**src/core/lcdi_pkg.sv**
```systemverilog
// Constants, types and register map of the LCD driver I2C slave port
package lcdi_pkg;
  // Bus address slot
  localparam int AXI_ADDR_W = 8;
  localparam logic [7:0] OFS_CTRL = 8'h00;
  localparam logic [7:0] OFS_PTR = 8'h04;
  localparam logic [7:0] OFS_TXDATA = 8'h08;
  localparam logic [7:0] OFS_STATUS = 8'h0C;
  // Reset values
  localparam logic RST_ENABLE = 1'b1;
  localparam logic [7:0] RST_TXDATA = 8'h00;
  // Control register fields
  localparam int CTRL_ENABLE_BIT = 0;
  // Status register fields
  localparam int STAT_BUSY_BIT = 0;
  localparam int STAT_RW_BIT = 1;
  localparam int STAT_RAM_BIT = 2;
  localparam int STAT_MORE_BIT = 3;
  localparam int STAT_CNT_LSB = 8;
  // Device address byte
  localparam logic [5:0] ADDR_FIXED = 6'h1D;
  localparam logic [3:0] BYTE_BITS = 4'h8;
  // Control byte fields
  localparam int CTL_MORE_BIT = 7;
  localparam int CTL_TGT_HI = 6;
  localparam int CTL_TGT_LO = 5;
  localparam logic [1:0] TGT_RAM = 2'h1;
  // Default sizes
  localparam int PTR_W_DEF = 7;
  localparam int FIFO_DEPTH_DEF = 4;
  // Bus answers
  localparam logic [1:0] RESP_OKAY = 2'h0;
  localparam logic [1:0] RESP_SLVERR = 2'h2;
  // Serial engine states
  typedef enum logic [2:0] {
    ST_IDLE = 3'h0,
    ST_ADDR = 3'h1,
    ST_RX = 3'h2,
    ST_HOLD = 3'h3,
    ST_ACK = 3'h4,
    ST_TX = 3'h5,
    ST_TXACK = 3'h6,
    ST_IGNORE = 3'h7
  } lcdi_state_e;
endpackage

```
**src/core/lcdi_fifo.sv**
```systemverilog
// Small flip-flop FIFO with valid and ready on both sides
`timescale 1ns/1ps
module lcdi_fifo #(
  parameter int WIDTH = 8,
  parameter int DEPTH = 4
) (
  // Clock and reset
  input wire logic sys_clk_in,
  input wire logic sys_rst_in,
  // Filling side
  input wire logic in_valid_in,
  output logic in_ready_out,
  input wire logic [WIDTH-1:0] in_data_in,
  // Draining side
  output logic out_valid_out,
  input wire logic out_ready_in,
  output logic [WIDTH-1:0] out_data_out
);
  import lcdi_pkg::*;
  localparam int AW = $clog2(DEPTH);
  localparam logic [AW:0] FULL = (AW + 1)'(DEPTH);

  // Pointers wrap naturally, so depth must be a power of two
  generate
    if (DEPTH < 2 || (DEPTH & (DEPTH - 1)) != 0) begin : g_bad_depth
      $error("lcdi_fifo depth must be a power of two of at least 2");
    end
  endgenerate

  typedef struct packed {
    logic [DEPTH-1:0][WIDTH-1:0] mem;
    logic [AW-1:0] wr;
    logic [AW-1:0] rd;
    logic [AW:0] cnt;
  } lcdi_fifo_s;

  lcdi_fifo_s q;
  lcdi_fifo_s next_q;
  logic do_push;
  logic do_pop;

  // Flags come from the stored count
  assign in_ready_out = (q.cnt != FULL);
  assign out_valid_out = (q.cnt != '0);
  assign out_data_out = q.mem[q.rd];

  // Next state of storage and pointers
  always_comb begin
    next_q = q;
    do_push = in_valid_in && in_ready_out;
    do_pop = out_valid_out && out_ready_in;
    if (do_push) begin
      next_q.mem[q.wr] = in_data_in;
      next_q.wr = q.wr + 1'b1;
    end
    if (do_pop) begin
      next_q.rd = q.rd + 1'b1;
    end
    if (do_push && !do_pop) begin
      next_q.cnt = q.cnt + 1'b1;
    end else if (do_pop && !do_push) begin
      next_q.cnt = q.cnt - 1'b1;
    end
  end

  // State register
  always_ff @(posedge sys_clk_in or posedge sys_rst_in) begin
    if (sys_rst_in) begin
      q <= '0;
    end else begin
      q <= next_q;
    end
  end
endmodule

```
**src/core/lcdi_i2c_slave.sv**
```systemverilog
// I2C slave port of the character LCD driver with AXI4-Lite registers
//
// Design decisions made here: the AXI4-Lite interface to the registers and the register addresses.
`timescale 1ns/1ps
module lcdi_i2c_slave #(
  parameter int PTR_W = lcdi_pkg::PTR_W_DEF,
  parameter int FIFO_DEPTH = lcdi_pkg::FIFO_DEPTH_DEF
) (
  // Clock and reset
  input wire logic sys_clk_in,
  input wire logic sys_rst_in,
  // I2C pins
  input wire logic scl_in,
  output logic scl_out,
  output logic scl_oe_out,
  input wire logic sda_in,
  output logic sda_out,
  output logic sda_oe_out,
  input wire logic address_select_strap_in,
  // Command byte path
  output logic cmd_valid_out,
  output logic [7:0] cmd_byte_out,
  input wire logic cmd_ready_in,
  // Display memory byte path
  output logic ram_valid_out,
  output logic [PTR_W-1:0] ram_addr_out,
  output logic [7:0] ram_byte_out,
  input wire logic ram_ready_in,
  // AXI4-Lite write channels
  input wire logic [lcdi_pkg::AXI_ADDR_W-1:0] s_axi_awaddr_in,
  input wire logic s_axi_awvalid_in,
  output logic s_axi_awready_out,
  input wire logic [31:0] s_axi_wdata_in,
  input wire logic [3:0] s_axi_wstrb_in,
  input wire logic s_axi_wvalid_in,
  output logic s_axi_wready_out,
  output logic [1:0] s_axi_bresp_out,
  output logic s_axi_bvalid_out,
  input wire logic s_axi_bready_in,
  // AXI4-Lite read channels
  input wire logic [lcdi_pkg::AXI_ADDR_W-1:0] s_axi_araddr_in,
  input wire logic s_axi_arvalid_in,
  output logic s_axi_arready_out,
  output logic [31:0] s_axi_rdata_out,
  output logic [1:0] s_axi_rresp_out,
  output logic s_axi_rvalid_out,
  input wire logic s_axi_rready_in
);
  import lcdi_pkg::*;
  localparam int FW = 1 + PTR_W + 8;

  // Pointer must fit the low byte of its register
  generate
    if (PTR_W < 1 || PTR_W > 8) begin : g_bad_ptr
      $error("lcdi_i2c_slave pointer width must be 1 to 8");
    end
  endgenerate

  typedef struct packed {
    logic [2:0] scl_s;
    logic [2:0] sda_s;
    logic [1:0] strap_s;
    lcdi_state_e st;
    logic [3:0] bits;
    logic [7:0] sh;
    logic rw;
    logic expect_ctl;
    logic ctl_more;
    logic ram_sel;
    logic master_ack;
    logic [PTR_W-1:0] ptr;
    logic sda_oe;
    logic scl_oe;
    logic enable;
    logic [7:0] tx_data;
    logic [7:0] rx_count;
    logic aw_got;
    logic w_got;
    logic [AXI_ADDR_W-1:0] waddr;
    logic [31:0] wdata;
    logic [3:0] wstrb;
    logic awready;
    logic wready;
    logic bvalid;
    logic [1:0] bresp;
    logic arready;
    logic rvalid;
    logic [31:0] rdata;
    logic [1:0] rresp;
  } lcdi_state_s;

  lcdi_state_s q;
  lcdi_state_s next_q;
  logic scl_rise;
  logic scl_fall;
  logic bus_start;
  logic bus_stop;
  logic sda_now;
  logic addr_hit;
  logic push;
  logic [FW-1:0] push_data;
  logic fifo_ready;
  logic fifo_valid;
  logic fifo_pop_ready;
  logic [FW-1:0] fifo_data;

  // Register index of a bus address, shared by read and write decode
  function automatic logic [2:0] reg_index(input logic [AXI_ADDR_W-1:0] a);
    logic [2:0] idx;
    idx = 3'h4;
    if (a == OFS_CTRL) begin
      idx = 3'h0;
    end else if (a == OFS_PTR) begin
      idx = 3'h1;
    end else if (a == OFS_TXDATA) begin
      idx = 3'h2;
    end else if (a == OFS_STATUS) begin
      idx = 3'h3;
    end
    return idx;
  endfunction

  // Line events seen on the second and third synchroniser stages
  assign sda_now = q.sda_s[1];
  assign scl_rise = q.scl_s[1] && !q.scl_s[2];
  assign scl_fall = !q.scl_s[1] && q.scl_s[2];
  assign bus_start = q.scl_s[1] && q.scl_s[2] && !q.sda_s[1] && q.sda_s[2];
  assign bus_stop = q.scl_s[1] && q.scl_s[2] && q.sda_s[1] && !q.sda_s[2];
  // Fixed part and strap level must both match the address byte
  assign addr_hit = q.enable && (q.sh[7:2] == ADDR_FIXED)
    && (q.sh[1] == q.strap_s[1]);

  // Pins only ever pull low; the line level is from the enables
  assign scl_out = 1'b0;
  assign sda_out = 1'b0;
  assign scl_oe_out = q.scl_oe;
  assign sda_oe_out = q.sda_oe;

  // Byte buffer toward the command and memory paths
  lcdi_fifo #(
    .WIDTH(FW),
    .DEPTH(FIFO_DEPTH)
  ) u_fifo (
    .sys_clk_in(sys_clk_in),
    .sys_rst_in(sys_rst_in),
    .in_valid_in(push),
    .in_ready_out(fifo_ready),
    .in_data_in(push_data),
    .out_valid_out(fifo_valid),
    .out_ready_in(fifo_pop_ready),
    .out_data_out(fifo_data)
  );

  // Steer the buffer head to the path its target flag names
  assign fifo_pop_ready = fifo_data[FW-1] ? ram_ready_in : cmd_ready_in;
  assign cmd_valid_out = fifo_valid && !fifo_data[FW-1];
  assign ram_valid_out = fifo_valid && fifo_data[FW-1];
  assign cmd_byte_out = fifo_data[7:0];
  assign ram_byte_out = fifo_data[7:0];
  assign ram_addr_out = fifo_data[FW-2:8];

  // Serial engine and register file next state
  always_comb begin
    next_q = q;
    push = 1'b0;
    push_data = '0;
    next_q.scl_s = {q.scl_s[1:0], scl_in};
    next_q.sda_s = {q.sda_s[1:0], sda_in};
    next_q.strap_s = {q.strap_s[0], address_select_strap_in};
    case (q.st)
      ST_IDLE: begin
        // Only a START leaves idle; nothing here drives the bus
        next_q.sda_oe = 1'b0;
      end
      ST_ADDR, ST_RX: begin
        if (scl_rise) begin
          next_q.sh = {q.sh[6:0], sda_now};
          next_q.bits = q.bits + 4'h1;
        end else if (scl_fall && q.bits == BYTE_BITS) begin
          next_q.bits = '0;
          if (q.st == ST_ADDR) begin
            if (addr_hit) begin
              next_q.sda_oe = 1'b1;
              next_q.st = ST_ACK;
              next_q.rw = q.sh[0];
              next_q.expect_ctl = !q.sh[0];
              next_q.ctl_more = 1'b0;
            end else begin
              next_q.st = ST_IGNORE;
            end
          end else begin
            // Park the byte; the hold state decides on stretching
            next_q.st = ST_HOLD;
          end
        end
      end
      ST_HOLD: begin
        if (q.expect_ctl) begin
          next_q.ctl_more = q.sh[CTL_MORE_BIT];
          next_q.ram_sel = (q.sh[CTL_TGT_HI:CTL_TGT_LO] == TGT_RAM);
          next_q.expect_ctl = 1'b0;
          next_q.rx_count = q.rx_count + 8'h01;
          next_q.sda_oe = 1'b1;
          next_q.st = ST_ACK;
        end else if (fifo_ready) begin
          push = 1'b1;
          push_data = {q.ram_sel, q.ptr, q.sh};
          if (q.ram_sel) begin
            next_q.ptr = q.ptr + 1'b1;
          end
          // A set continuation flag makes the next byte control again
          next_q.expect_ctl = q.ctl_more;
          next_q.rx_count = q.rx_count + 8'h01;
          next_q.sda_oe = 1'b1;
          next_q.st = ST_ACK;
        end else begin
          // Full buffer: stretch SCL until a slot frees
          next_q.scl_oe = 1'b1;
        end
      end
      ST_ACK: begin
        // Low is held across the whole high phase of the ack clock
        next_q.scl_oe = 1'b0; // SCL freed a cycle after SDA is pulled
        if (scl_fall) begin
          next_q.bits = '0;
          if (q.rw) begin
            next_q.sh = q.tx_data;
            next_q.sda_oe = !q.tx_data[7];
            next_q.bits = 4'h1;
            next_q.st = ST_TX;
          end else begin
            next_q.sda_oe = 1'b0;
            next_q.st = ST_RX;
          end
        end
      end
      ST_TX: begin
        if (scl_fall) begin
          if (q.bits == BYTE_BITS) begin
            next_q.sda_oe = 1'b0;
            next_q.bits = '0;
            next_q.st = ST_TXACK;
          end else begin
            next_q.sh = {q.sh[6:0], 1'b0};
            next_q.sda_oe = !q.sh[6];
            next_q.bits = q.bits + 4'h1;
          end
        end
      end
      ST_TXACK: begin
        if (scl_rise) begin
          next_q.master_ack = !sda_now;
        end else if (scl_fall) begin
          if (q.master_ack) begin
            next_q.sh = q.tx_data;
            next_q.sda_oe = !q.tx_data[7];
            next_q.bits = 4'h1;
            next_q.st = ST_TX;
          end else begin
            next_q.sda_oe = 1'b0;
            next_q.st = ST_IGNORE;
          end
        end
      end
      ST_IGNORE: begin
        next_q.sda_oe = 1'b0;
      end
      default: begin
        next_q.st = ST_IDLE;
      end
    endcase
    // Line conditions override any byte in progress
    if (bus_start) begin
      next_q.st = ST_ADDR;
      next_q.bits = '0;
      next_q.sda_oe = 1'b0;
      next_q.scl_oe = 1'b0;
    end else if (bus_stop) begin
      next_q.st = ST_IDLE;
      next_q.bits = '0;
      next_q.sda_oe = 1'b0;
      next_q.scl_oe = 1'b0;
    end

    // Write address and data are taken in either order
    if (s_axi_awvalid_in && q.awready) begin
      next_q.aw_got = 1'b1;
      next_q.waddr = s_axi_awaddr_in;
    end
    if (s_axi_wvalid_in && q.wready) begin
      next_q.w_got = 1'b1;
      next_q.wdata = s_axi_wdata_in;
      next_q.wstrb = s_axi_wstrb_in;
    end
    if (q.bvalid && s_axi_bready_in) begin
      next_q.bvalid = 1'b0;
    end
    // Perform the write once both halves are held
    if (q.aw_got && q.w_got && !q.bvalid) begin
      next_q.aw_got = 1'b0;
      next_q.w_got = 1'b0;
      next_q.bvalid = 1'b1;
      next_q.bresp = RESP_OKAY;
      case (reg_index(q.waddr))
        3'h0: begin
          if (q.wstrb[0]) begin
            next_q.enable = q.wdata[CTRL_ENABLE_BIT];
          end
        end
        3'h1: begin
          if (q.wstrb[0]) begin
            next_q.ptr = q.wdata[PTR_W-1:0];
          end
        end
        3'h2: begin
          if (q.wstrb[0]) begin
            next_q.tx_data = q.wdata[7:0];
          end
        end
        3'h3: begin
          next_q.bresp = RESP_OKAY;
        end
        default: begin
          next_q.bresp = RESP_SLVERR;
        end
      endcase
    end
    // Read answer is loaded on the address handshake
    if (q.rvalid && s_axi_rready_in) begin
      next_q.rvalid = 1'b0;
    end
    if (s_axi_arvalid_in && q.arready) begin
      next_q.rvalid = 1'b1;
      next_q.rdata = '0;
      next_q.rresp = RESP_OKAY;
      case (reg_index(s_axi_araddr_in))
        3'h0: next_q.rdata[CTRL_ENABLE_BIT] = q.enable;
        3'h1: next_q.rdata[PTR_W-1:0] = q.ptr;
        3'h2: next_q.rdata[7:0] = q.tx_data;
        3'h3: begin
          next_q.rdata[STAT_BUSY_BIT] = (q.st != ST_IDLE) && (q.st != ST_IGNORE);
          next_q.rdata[STAT_RW_BIT] = q.rw;
          next_q.rdata[STAT_RAM_BIT] = q.ram_sel;
          next_q.rdata[STAT_MORE_BIT] = q.ctl_more;
          next_q.rdata[STAT_CNT_LSB+7:STAT_CNT_LSB] = q.rx_count;
        end
        default: next_q.rresp = RESP_SLVERR;
      endcase
    end
    // Ready flags registered from the next occupancy
    next_q.awready = !next_q.aw_got && !next_q.bvalid;
    next_q.wready = !next_q.w_got && !next_q.bvalid;
    next_q.arready = !next_q.rvalid;
  end

  // State register; lines reset to their released high level
  always_ff @(posedge sys_clk_in or posedge sys_rst_in) begin
    if (sys_rst_in) begin
      q <= '0;
      q.scl_s <= 3'h7;
      q.sda_s <= 3'h7;
      q.st <= ST_IDLE;
      q.enable <= RST_ENABLE;
      q.tx_data <= RST_TXDATA;
      q.bresp <= RESP_OKAY;
      q.rresp <= RESP_OKAY;
    end else begin
      q <= next_q;
    end
  end

  // Bus outputs straight from the state register
  assign s_axi_awready_out = q.awready;
  assign s_axi_wready_out = q.wready;
  assign s_axi_bvalid_out = q.bvalid;
  assign s_axi_bresp_out = q.bresp;
  assign s_axi_arready_out = q.arready;
  assign s_axi_rvalid_out = q.rvalid;
  assign s_axi_rdata_out = q.rdata;
  assign s_axi_rresp_out = q.rresp;
endmodule

```
**config.mk**
```make
export PLATFORM = sky130hd
export DESIGN_NAME = lcdi_i2c_slave
export DESIGN_NICKNAME = d
export VERILOG_FILES = /design/src/core/lcdi_pkg.sv /design/src/core/lcdi_fifo.sv /design/src/core/lcdi_i2c_slave.sv
export SDC_FILE = /design/constraint.sdc
export NUM_CORES = 1
export LEC_CHECK = 0
export BUFFER_PORTS_ARGS = -buffer_cell sky130_fd_sc_hd__clkbuf_2
export CORE_MARGIN = 10
export CORE_UTILIZATION = 50
export CTS_BUF_LIST = sky130_fd_sc_hd__clkbuf_4
export DETAILED_ROUTE_END_ITERATION = 8
export HOLD_SLACK_MARGIN = 0.05
export PLACE_DENSITY = 0.7
export SLEW_MARGIN = 25
export SYNTH_ARGS = -nofsm -noshare
export SYNTH_HDL_FRONTEND = slang
export SYNTH_SLANG_ARGS = --single-unit
```
**constraint.sdc**
```tcl
create_clock -name sys_clk_in -period 8.8 [get_ports sys_clk_in]
set_clock_uncertainty 0.05 [all_clocks]
set_input_delay 1.76 -clock sys_clk_in [delete_from_list [all_inputs] [get_ports sys_clk_in]]
set_output_delay 1.76 -clock sys_clk_in [all_outputs]
set_load 0.01 [all_outputs]
```
==> flow_metrics.tcl <==
set metrics [dict create \
    tns_ns 0 \
    p_leak_uw 0.00402 \
    whs_path_depth 0 \
    cts_tree "yes" \
    outcome "complete, no violations" \
    num-nets-final 786 \
    dp_slack_ns 5.11 \
    cp_slowest_stage_delay_ns 0.95 \
    cts_hold_buf 0 \
    wl_per_cell_microns 17.8 \
    path_cells "mux4_2 -> nor2b_1 -> clkbuf_2" \
    clockBufferDepth 2 \
    min_period_ns 4.26 \
    r2r_setup_slack_ns 5.60 \
    fp.dieH_microns 146 \
    drive_gt1_share_pct 32.5 \
    drt_iter0_markers 408 \
    dp_hpwl_microns 11800 \
    drt-vias-per-instance 5.48 \
    die_area_sq_mm 0.0212 \
    synthCells 659 \
    r2r-start "q[130]" \
    initial_core_util_pct 51.6 \
    crit_arrival_ns 2.45 \
    worstPathRequired_ns 6.99 \
    worst_ir_drop_vdd_mv 0.172 \
    holdWs_ns 0.314 \
    synth-seq-area-share_pct 53.0 \
    grtUsageTotal_pct 15.7 \
    crit_path_max_fanout 18 \
    fp-row-count 45 \
    worst-r2r-cell-count 4 \
    grt_pass1_wl_microns 27300 \
    cpMaxStageDelayCell "dfrtp_1" \
    hold_end "next_q[137]" \
    yosysTopAreaCell "dfrtp_1" \
    yosys-top-cells-area "dfrtp_1, mux2_2, mux4_2, buf_4, o21ai_0" \
    synth_edf_count 0 \
    finalHoldViolCount 0 \
    path_clk_slew_ns 0.12 \
    synth.cell_area_sq_mm 0.00790 \
    vias 5105 \
    powerDensity_mw_per_mm2 272 \
    grt_pass1_vias 5289 \
    place_area_sq_mm 0.00821 \
    maxSlewViolCount 0 \
    fin_ws_ns 4.54 \
    endpoint_kind "output pin" \
    rsz0062_at_grt "false" \
    cts-root-buf "clkbuf_4" \
    cts_resized 0 \
    clock_latency_ns 0.55 \
    worstSetupPathType "register to output pin" \
    h-tree-depth 4 \
    wirelength_microns 16600 \
    ys_types 60 \
    final_area_sq_mm 0.00841 \
    drv_cap 0 \
    timing.rr.end "u_fifo.q[13]" \
    syn_to_final_growth_pct 6.51 \
    hold_path.class "register to register" \
    drc 0 \
    antenna_found_initial 2 \
    cts_buffers 17 \
    fin_crit_sh_pct 48.4 \
    startpoint_type "register" \
    yosys.area.top_type_share_pct 50.7 \
    postSynthAreaPerCell_sq_um 12.0 \
    async_flop_share_pct 100 \
    fillCellCount 1356 \
    min_from "next_q[136]" \
    antenna_left 0 \
    portBuffers 86 \
    ys_seq_elements 167 \
    yosys_warnings 0 \
    grt_start_max_net_pins 86 \
    grt_overflow 0 \
    relSlewSlack_pct 40.4 \
    firstDrtPassIters 4 \
    cts_setup_buffers 0 \
    finalSetupViolations 0 \
    routabilityCongestion 0.861 \
    clock_sinks 167 \
    fmax_mhz 235 \
    synthFlopType "dfrtp_1" \
    die_w_microns 146 \
    tightest_slew_ns 0.894 \
    core_sq_mm 0.0153 \
    io_pins 134 \
]
[cell usage after synthesis, types with 8 or more instances]
library cell  count
mux4_2           17
nand3_1           9
a22oi_1          10
inv_1            16
mux2_2           84
xnor2_1          13
a21oi_1          22
ha_1              9
dfrtp_1         160
nor2b_1          10
nor2_1           35
nand2_1          54
a22o_1            9
o21ai_0          41
buf_4            47
xor2_1            8
clkbuf_1         15
[per-stage QoR]
stage | power, uW | std cells | util (%)
final | 2290 | 932 | 54.9
after global routing | 2460 | 932 | 54.9
after CTS | 2310 | 930 | 54.8
after detailed placement | 1960 | 903 | 53.6
after global placement | 1910 | 903 | 53.6
after floorplan | 1760 | 678 | -
[worst max-delay path: cells and delay by family (launching register included)]
family,cells,cell delay (ns)
flip-flops,1,0.95
multiplexers,1,0.65
buffers and inverters,1,0.14
AND/OR/NAND/NOR,1,0.15
[how the worst max path moves through the flow]
stage | from | to | slack (ns) | cells past startpoint
after global routing | u_fifo.q[3] | cmd_valid_out | 4.38 | 3
after floorplan | sys_rst_in | next_q[134] | 2.48 | 1
after CTS | u_fifo.q[3] | ram_valid_out | 4.49 | 3
after global placement | u_fifo.q[3] | ram_valid_out | 5.11 | 3
after detailed placement | u_fifo.q[3] | ram_valid_out | 5.11 | 3
final | u_fifo.q[3] | ram_valid_out | 4.54 | 3
[logic make-up (layout without fill, tap and decap cells)]
kind of cell	Yosys count	in the layout	synth area share (%)
compound gates	116	116	9.51
xor+xnor	21	21	2.33
fa+ha+maj	10	10	1.68
buf+inv	90	132	6.72
flops	167	167	53.0
mux	104	104	17.2
other cells	1	21	0.0475
simple gates	150	150	9.49
[per-layer routing]
metal,wire length [microns],track usage (%),vias to the layer above
li1,-,-,2390
met1,7180,19.2,2593
met2,8210,25.5,106
met3,990,5.59,16
met4,232,4.50,0
met5,0,0,-
[sequential cells by signal (all words and copies together), names as in the netlist]
signal             count
s_axi_rvalid_out       1
scl_oe_out             1
sda_oe_out             1
s_axi_wready_out       1
s_axi_bresp_out        1
s_axi_arready_out      1
s_axi_bvalid_out       1
s_axi_rdata_out       16
q                     66
u_fifo.q              71
next_q                 5
s_axi_rresp_out        1
s_axi_awready_out      1
[report_power, final]
| part | switching (uW) | internal [uW] | total (uW) |
|---|---|---|---|
| Sequential | 253 | 970 | 1220 |
| Combinational | 344 | 375 | 718 |
| Clock | 240 | 110 | 349 |
[final cells by class]
type | instances | area, sq um | share of cell area [%]
Clock buffer | 20 | 150 | 1.78
Timing Repair Buffer | 89 | 454 | 5.40
Clock inverter | 7 | 36.3 | 0.431
Multi-Input combinational cell | 421 | 3250 | 38.6
Tap cell | 211 | 264 | 3.14
Inverter | 16 | 65.1 | 0.773
Antenna cell | 1 | 2.50 | 0.0297
Sequential cell | 167 | 4190 | 49.8
[placed cells by master (no fill, tap or decap), types with 3 or more instances in the layout]
cell type,count
dfrtp_1,159
clkbuf_2,86
mux2_2,84
nand2_1,54
o21ai_0,41
nor2_1,35
a21oi_1,22
conb_1,20
clkbuf_4,20
mux4_2,17
inv_1,15
xnor2_1,13
nor2b_1,10
a22oi_1,10
nand3_1,9
a22o_1,9
ha_1,9
xor2_1,8
dfstp_2,7
nand2b_1,6
clkinv_2,5
o211ai_1,4
nand3b_1,4
nor3_1,4
and2_1,4
a32oi_1,4
nand4_1,4
o21a_1,4
a221oi_1,3
or4_1,3
mux2i_1,3
(Power assumes the default switching activity.)
